===== config.mk =====
export PLATFORM = sky130hd
export DESIGN_NAME = ocl_monitor
export DESIGN_NICKNAME = d
export VERILOG_FILES = /design/src/design/ocl_pkg.sv /design/src/design/ocl_clk_div.sv /design/src/design/ocl_monitor.sv
export VERILOG_INCLUDE_DIRS = /design/src /design/src/design
export SDC_FILE = /design/constraint.sdc
export NUM_CORES = 1
export LEC_CHECK = 0
export BUFFER_PORTS_ARGS = -buffer_cell sky130_fd_sc_hd__buf_2
export CORE_MARGIN = 1
export CORE_UTILIZATION = 46
export DETAILED_ROUTE_END_ITERATION = 16
export MAX_ROUTING_LAYER = met4
export PLACE_DENSITY = 0.76
export SYNTH_ARGS = -nofsm -noshare
export SYNTH_HDL_FRONTEND = slang
export SYNTH_SLANG_ARGS = --single-unit

===== constraint.sdc =====
create_clock -name clk_i -period 1.38 [get_ports clk_i]
set_input_delay 0.276 -clock clk_i [delete_from_list [all_inputs] [get_ports clk_i]]
set_output_delay 0.276 -clock clk_i [all_outputs]
set_load 0.02 [all_outputs]

===== src/design/ocl_map.svh =====
// Constants for the oscillator clock-loss monitor: counts, ratios and idle levels
`ifndef OCL_MAP_SVH
`define OCL_MAP_SVH

// =====================================================================
// Detection timing
// Backup clock periods without an oscillator toggle before loss is declared
`define OCL_LOSS_PERIODS 9
// Width of the idle-period counter
`define OCL_LOSS_CNT_W 4

// =====================================================================
// Clock output ratios
// Fixed ratio of each system clock output to its source
`define OCL_SYS_DIV 4

// =====================================================================
// Reset and idle levels
// Error pin level when no fault has been seen
`define OCL_ERR_IDLE 1'b1
// Level of a gated clock output whose pad receiver is off
`define OCL_CLK_IDLE 1'b0

`endif


===== src/design/ocl_pkg.sv =====
// Types shared by the oscillator clock-loss monitor files
package ocl_pkg;

  // =====================================================================
  // Monitor states
  typedef enum logic {
    OCL_MON_WATCH,
    OCL_MON_LOST
  } ocl_mon_state_t;

endpackage : ocl_pkg


===== src/design/ocl_clk_div.sv =====
// Edge-counting clock divider with a pad-receiver gate on its output
`timescale 1ns/1ps
`default_nettype none
`include "ocl_map.svh"

module ocl_clk_div #(
  parameter int DIV = `OCL_SYS_DIV
) (
  input wire logic clk_i,
  input wire logic reset_i,
  input wire logic src_i,
  input wire logic pad_on_i,
  output logic clk_div_o
);

  // Rising edges of the source between two toggles of the output
  localparam int HALF = DIV / 2;
  localparam int CW = (HALF > 1) ? $clog2(HALF) : 1;
  localparam logic [CW-1:0] LAST = CW'(HALF - 1);

  logic src_prev_q;
  logic src_prev_d;
  logic [CW-1:0] edge_cnt_q;
  logic [CW-1:0] edge_cnt_d;
  logic div_q;
  logic div_d;
  logic out_q;
  logic out_d;
  logic rise;

  // =====================================================================
  // Divider next state
  // Counting source edges keeps one clock domain; the source must be
  // slower than half the sampling clock to be followed exactly.
  always_comb begin
    src_prev_d = src_i;
    edge_cnt_d = edge_cnt_q;
    div_d = div_q;
    rise = src_i && !src_prev_q;
    if (rise) begin
      if (edge_cnt_q == LAST) begin
        edge_cnt_d = '0;
        div_d = !div_q;
      end else begin
        edge_cnt_d = edge_cnt_q + CW'(1);
      end
    end
    // Without the receiver on, the pad is held quiet
    out_d = pad_on_i ? div_d : `OCL_CLK_IDLE;
  end

  // Divider registers
  always_ff @(posedge clk_i) begin
    if (reset_i) begin
      src_prev_q <= 1'b0;
      edge_cnt_q <= '0;
      div_q <= 1'b0;
      out_q <= `OCL_CLK_IDLE;
    end else begin
      src_prev_q <= src_prev_d;
      edge_cnt_q <= edge_cnt_d;
      div_q <= div_d;
      out_q <= out_d;
    end
  end

  assign clk_div_o = out_q;

endmodule : ocl_clk_div
`default_nettype wire


===== src/design/ocl_monitor.sv =====
// Oscillator clock-loss monitor with fail-over, error pin and debug clock outputs
// Clocking
// clk_i is the free-running backup clock itself; every register runs on it.
// The oscillator and the clock sources are sampled as levels on clk_i, so a
// source must toggle slower than half of clk_i to be followed edge for edge.
// A faster oscillator still reads as alive: any change between two samples
// restarts the idle window, and only a stopped clock is reported.
//
// Fail-over
// The switch enable is sampled once, in the cycle that declares the loss;
// changing it afterwards has no effect until the next reset.
// The reference mux is a plain select, not a glitch-free switch: it relies
// on the oscillator having stopped by the time the select moves.
//
// Fault reporting
// There is no clear for a latched loss. The error pin stays low until the
// outside supervisor resets or power-cycles the device, which is the only
// way back to watching the oscillator.
//
// Debug clocks
// The divided system clocks and the observation clocks are registered, so
// each lags its source by a cycle and shows fast sources aliased.
// Without the pad receiver on, every clock output rests at its idle level.
`timescale 1ns/1ps
`default_nettype none
`include "ocl_map.svh"

module ocl_monitor #(
  parameter int OBS_NUM = 4,
  parameter int OBS_SEL_W = 2
) (
  input wire logic clk_i,
  input wire logic reset_i,
  input wire logic main_osc_clk_i,
  input wire logic loss_switch_enable_i,
  input wire logic main_sys_clock_i,
  input wire logic safety_sys_clock_src_i,
  input wire logic [OBS_NUM-1:0] observe_srcs_i,
  input wire logic [OBS_SEL_W-1:0] observe_sel_i,
  input wire logic [OBS_NUM-1:0] safety_observe_srcs_i,
  input wire logic [OBS_SEL_W-1:0] safety_observe_sel_i,
  input wire logic sys_pad_receiver_on_i,
  input wire logic safety_sys_pad_receiver_on_i,
  input wire logic observe_pad_receiver_on_i,
  input wire logic safety_observe_pad_receiver_on_i,
  output logic main_osc_ref_out_o,
  output logic ref_on_backup_o,
  output logic clock_loss_o,
  output logic error_out_n_o,
  output logic sys_clock_out_o,
  output logic safety_sys_clock_out_o,
  output logic observe_clock_out_o,
  output logic safety_observe_clock_out_o
);

  // =====================================================================
  // Local constants
  // Counter width and loss limit, taken from the shared map
  localparam int CNT_W = `OCL_LOSS_CNT_W;
  localparam int LOSS_N = `OCL_LOSS_PERIODS;
  localparam logic [CNT_W-1:0] LOSS_LAST = CNT_W'(LOSS_N);

  // =====================================================================
  // Clock-loss detection
  // clk_i is the free-running backup clock; the oscillator is sampled on it.
  ocl_pkg::ocl_mon_state_t state_q;
  ocl_pkg::ocl_mon_state_t state_d;
  logic osc_prev_q;
  logic osc_prev_d;
  logic [`OCL_LOSS_CNT_W-1:0] idle_cnt_q;
  logic [`OCL_LOSS_CNT_W-1:0] idle_cnt_d;
  // Latched outcome of a loss: fail-over choice and error pin level
  logic use_backup_q;
  logic use_backup_d;
  logic err_n_q;
  logic err_n_d;

  // Monitor next state
  always_comb begin
    state_d = state_q;
    osc_prev_d = main_osc_clk_i;
    idle_cnt_d = idle_cnt_q;
    use_backup_d = use_backup_q;
    err_n_d = err_n_q;
    case (state_q)
      ocl_pkg::OCL_MON_WATCH: begin
        if (main_osc_clk_i != osc_prev_q) begin
          idle_cnt_d = '0; // Any edge restarts the idle window
        end else begin
          idle_cnt_d = idle_cnt_q + `OCL_LOSS_CNT_W'(1);
          if (idle_cnt_d == LOSS_LAST) begin
            state_d = ocl_pkg::OCL_MON_LOST;
            err_n_d = 1'b0;
            // Switch enable is sampled only at the moment of loss
            use_backup_d = loss_switch_enable_i;
          end
        end
      end
      ocl_pkg::OCL_MON_LOST: begin
        // Only reset leaves this state; a restarted oscillator is ignored
        idle_cnt_d = idle_cnt_q;
        err_n_d = 1'b0;
      end
      default: begin
        state_d = ocl_pkg::OCL_MON_WATCH;
        idle_cnt_d = '0;
      end
    endcase
  end

  // Monitor registers
  always_ff @(posedge clk_i) begin
    if (reset_i) begin
      state_q <= ocl_pkg::OCL_MON_WATCH;
      osc_prev_q <= 1'b0;
      idle_cnt_q <= '0;
      use_backup_q <= 1'b0;
      err_n_q <= `OCL_ERR_IDLE;
    end else begin
      state_q <= state_d;
      osc_prev_q <= osc_prev_d;
      idle_cnt_q <= idle_cnt_d;
      use_backup_q <= use_backup_d;
      err_n_q <= err_n_d;
    end
  end

  // Pins come straight from registers, so they never glitch
  assign clock_loss_o = (state_q == ocl_pkg::OCL_MON_LOST);
  assign error_out_n_o = err_n_q;
  assign ref_on_backup_o = use_backup_q;

  // =====================================================================
  // Reference clock selection
  // A plain mux: the switch happens after the oscillator is already dead,
  // so no live edge of it can glitch against the backup clock.
  always_comb begin
    main_osc_ref_out_o = use_backup_q ? clk_i : main_osc_clk_i;
  end

  // =====================================================================
  // Fixed system clock outputs
  logic [1:0] sys_src;
  logic [1:0] sys_pad_on;
  logic [1:0] sys_out;

  // Sources are hardwired; no select input exists for these pins
  assign sys_src = {safety_sys_clock_src_i, main_sys_clock_i};
  assign sys_pad_on = {safety_sys_pad_receiver_on_i, sys_pad_receiver_on_i};

  // One divider per domain, each counting edges of its own source
  generate
    for (genvar g = 0; g < 2; g++) begin : g_sys
      ocl_clk_div #(
        .DIV(`OCL_SYS_DIV)
      ) u_div (
        .clk_i(clk_i),
        .reset_i(reset_i),
        .src_i(sys_src[g]),
        .pad_on_i(sys_pad_on[g]),
        .clk_div_o(sys_out[g])
      );
    end
  endgenerate

  assign sys_clock_out_o = sys_out[0];
  assign safety_sys_clock_out_o = sys_out[1];

  // =====================================================================
  // Observation clock outputs
  // Debug only: sampled on clk_i, so a fast source shows aliased.
  logic [OBS_NUM-1:0] obs_srcs [2];
  logic [OBS_SEL_W-1:0] obs_sel [2];
  logic [1:0] obs_pad_on;
  logic [1:0] obs_q;
  logic [1:0] obs_d;

  // Gather both domains so that one loop serves them
  assign obs_srcs[0] = observe_srcs_i;
  assign obs_srcs[1] = safety_observe_srcs_i;
  assign obs_sel[0] = observe_sel_i;
  assign obs_sel[1] = safety_observe_sel_i;
  assign obs_pad_on = {safety_observe_pad_receiver_on_i, observe_pad_receiver_on_i};

  // One selector and one output register per domain
  generate
    for (genvar h = 0; h < 2; h++) begin : g_obs
      // Select one clock; out-of-range selects show the idle level
      always_comb begin
        obs_d[h] = `OCL_CLK_IDLE;
        if (obs_pad_on[h] && (int'(obs_sel[h]) < OBS_NUM)) begin
          obs_d[h] = obs_srcs[h][obs_sel[h]];
        end
      end

      // Observation output register
      always_ff @(posedge clk_i) begin
        if (reset_i) begin
          obs_q[h] <= `OCL_CLK_IDLE;
        end else begin
          obs_q[h] <= obs_d[h];
        end
      end
    end
  endgenerate

  assign observe_clock_out_o = obs_q[0];
  assign safety_observe_clock_out_o = obs_q[1];

endmodule : ocl_monitor
`default_nettype wire


==> results.json <==
{
  "run_status": "finished, violations left",
  "failed_checks": "design-rule violations, negative setup slack",
  "die_x_um": 43.7,
  "peakVddDrop_mv": 0.911,
  "max_stage_delay_ns": 0.37,
  "route.detailed.vias_per_inst": 5.25,
  "hold-path-cell-count": 2,
  "drtIter0Drc": 12,
  "detailed_place_hpwl_um": 1090,
  "port_buffers": 29,
  "critPathRequiredTime_ns": 1.10,
  "via_count": 725,
  "cp-startpoint": "ref_on_backup_o",
  "wl_um": 1630,
  "total_leakage_power_uw": 0.000484,
  "cap_violations": 0,
  "finalSetupTns_ns": -0.102,
  "area_delta_synth_final_pct": 35.0,
  "fp.dieArea_um2": 1910,
  "synth_top_cells_by_area": "sky130_fd_sc_hd__dfxtp_1, sky130_fd_sc_hd__nor2b_1, sky130_fd_sc_hd__nor2_1",
  "clk_transition_reported_paths_ns": 0.10,
  "grt_usage": 0.205,
  "timing_worst_slew_pin_value_ns": 0.341,
  "post_synth_inst_count": 87,
  "starting_density_of_the_core": 0.514,
  "cellPowerDensity_nw_per_um2": 1030,
  "tritoncts_clock_tree": "built",
  "drive_above_1_share": 0.377,
  "max_freq_mhz": 675,
  "final_common_cell": "sky130_fd_sc_hd__buf_2",
  "min-delay-path-class": "input port to flip-flop",
  "grt_max_degree": 18,
  "hold_end": "g_sys[1].u_div.clk_div_o",
  "finish.net_count": 147,
  "critical_path.startpoint_type": "flip-flop",
  "drc": 1,
  "regToRegEndpoint": "error_out_n_o",
  "synthDominantCellAreaShare": 0.450,
  "crit_chain": "mux2_4 -> buf_6",
  "timing.final.max_slew_violations": 0,
  "timing.reg2reg.worst_path_depth": 5,
  "placer_s_final_routability_congestion_estimate": 0.742,
  "first_global_vias": 696,
  "critical-path-slowest-cell": "sky130_fd_sc_hd__dfxtp_2",
  "post_synth.cell_area_avg_um2": 9.20,
  "grt_pass1_wl_um": 2630,
  "worst_setup_path_end_kind": "output pin",
  "timing.hold.worst.start": "safety_sys_pad_receiver_on_i",
  "ys.warnings.count": 0,
  "period_minus_slack_ns": 1.48,
  "ys_types": 28,
  "fp.coreArea_um2": 1560,
  "clkLatencyLatePin_ns": 0.40,
  "dpl-instance-area_um2": 958,
  "grt.overflow.total": 0,
  "timing.final.hold_violations": 0,
  "grt_antenna_before_repair": 0,
  "met3_length_um": 85,
  "timing_worst_setup_path_type": "flip-flop to output pin",
  "finalPower_uw": 1120,
  "first_pass_iters": 10,
  "yosys.area.top_type": "sky130_fd_sc_hd__dfxtp_1",
  "final_core_util": 0.693,
  "floorplan.io_pins": 30,
  "r2r_start": "idle_cnt_q[0]",
  "final_area_um2": 1080,
  "rsz0062_at_grt": "yes",
  "setup_viol_count_final": 1,
  "die_h_um": 43.7,
  "synth-seq-area-share": 0.450,
  "hold_ws_ns": 0.0621,
  "clock-skew-final_ns": 0.00394,
  "layout_worst_path_cycle_share": 1.07,
  "highest-signal-layer": "met4",
  "met1_wirelength_um": 682,
  "routedWlPerCell_um": 11.8,
  "crit_path_setup_slack_layout_ns": -0.102,
  "mostFrequentLayoutCells": "sky130_fd_sc_hd__buf_2, sky130_fd_sc_hd__dfxtp_1, sky130_fd_sc_hd__nor2_1",
  "postSynthNetCount": 111,
  "met2RoutedLength_um": 844,
  "synth_seq_cells": 18,
  "n_antenna_cell": 0,
  "postRouteAntennaNets": 0,
  "critical_path.max_fanout": 2,
  "maxSlewHeadroom": 0.767,
  "regToRegSetupSlack_ns": 0.05,
  "mappedNetlistArea_um2": 801,
  "critPathArrivalTime_ns": 1.21,
  "floorplan.rows": 14
}
-- cell families (layout without fill, tap and decap cells) --
| kind of cell | count (synthesis) | after routing | share of synthesized area |
|---|---|---|---|
| flip-flops | 18 | 18 | 0.450 |
| XOR/XNOR | 5 | 5 | 0.0641 |
| AND/OR/NAND/NOR | 36 | 36 | 0.245 |
| buffers and inverters | 7 | 42 | 0.0328 |
| AO/OA/AOI/OAI | 15 | 15 | 0.125 |
| multiplexers | 4 | 4 | 0.0516 |
| adder cells (fa/ha/maj) | 2 | 2 | 0.0312 |
-- layer usage --
metal | vias up | track usage
met3 | 2 | 0.0708
li1 | 370 | -
met4 | 0 | 0.181
met1 | 327 | 0.217
met5 | - | -
met2 | 26 | 0.299
-- repair_timing --
item                       CTS  global route
pin swaps                    0             4
setup endpoints to repair    5             4
hold buffers                 0             0
buffers inserted             1             1
gates resized for setup      8             6
gates cloned                 0             0
-- final cells by class --
type | instances | area [um2]
fill | 119 | 478
multi-input combinational | 62 | 454
sequential | 18 | 370
timing repair buffer | 30 | 155
clock buffer | 7 | 62.6
tap | 16 | 20.0
inverter | 5 | 18.8
-- synthesized netlist by cell type --
library cell	number
sky130_fd_sc_hd__a211oi_1	3
sky130_fd_sc_hd__a21boi_0	1
sky130_fd_sc_hd__inv_1	5
sky130_fd_sc_hd__nor4_1	2
sky130_fd_sc_hd__and2b_1	1
sky130_fd_sc_hd__nor4b_1	1
sky130_fd_sc_hd__a21oi_1	4
sky130_fd_sc_hd__xor2_1	2
sky130_fd_sc_hd__ha_1	2
sky130_fd_sc_hd__xor2_2	1
sky130_fd_sc_hd__nand2_1	3
sky130_fd_sc_hd__mux2_2	1
sky130_fd_sc_hd__mux2i_1	3
sky130_fd_sc_hd__or3_1	1
sky130_fd_sc_hd__xnor2_1	2
sky130_fd_sc_hd__a2111oi_0	2
sky130_fd_sc_hd__nand2b_1	3
sky130_fd_sc_hd__o21ai_0	2
sky130_fd_sc_hd__clkbuf_1	2
sky130_fd_sc_hd__nand3b_1	3
sky130_fd_sc_hd__nor2b_1	7
sky130_fd_sc_hd__nand4_1	1
sky130_fd_sc_hd__dfxtp_1	18
sky130_fd_sc_hd__a22oi_1	1
sky130_fd_sc_hd__nand3_1	1
sky130_fd_sc_hd__nor2_1	11
sky130_fd_sc_hd__a21o_1	2
sky130_fd_sc_hd__and2_1	2
-- state kept, by name, indices dropped and copies added (netlist names) --
name / count
observe_clock_out_o: 1
g_sys.u_div.clk_div_o: 2
safety_observe_clock_out_o: 1
error_out_n_o: 1
g_sys.u_div.edge_cnt_q: 2
clock_loss_o: 1
osc_prev_q: 1
g_sys.u_div.src_prev_q: 2
ref_on_backup_o: 1
g_sys.u_div.div_q: 2
idle_cnt_q: 4
-- report_power, final --
| part | internal [uW] | switching (uW) |
|---|---|---|
| registers | 544 | 19.0 |
| clock network | 231 | 189 |
| logic | 68.0 | 68.2 |
-- critical path: cells and delay by family (launching register included) --
family | cells | cell delay [ns]
buf+inv | 1 | 0.13
mux | 1 | 0.30
flops | 1 | 0.37
-- worst max path at each step --
| stage | end | depth (start not counted) | slack, ns |
|---|---|---|---|
| after floorplan | error_out_n_o | 5 | 0.11 |
| after global placement | main_osc_ref_out_o | 2 | 0.03 |
| after detailed placement | error_out_n_o | 5 | -0.02 |
| after CTS | main_osc_ref_out_o | 2 | -0.11 |
| after global routing | main_osc_ref_out_o | 2 | -0.14 |
| final | main_osc_ref_out_o | 2 | -0.10 |
-- per-stage QoR --
stage / cells / setup WS (ns)
after floorplan: 87 / 0.105
after global placement: 130 / 0.0252
after detailed placement: 130 / -0.0156
after CTS: 137 / -0.109
after global routing: 138 / -0.143
final: 138 / -0.102
Power figures use the tool's default switching activity.
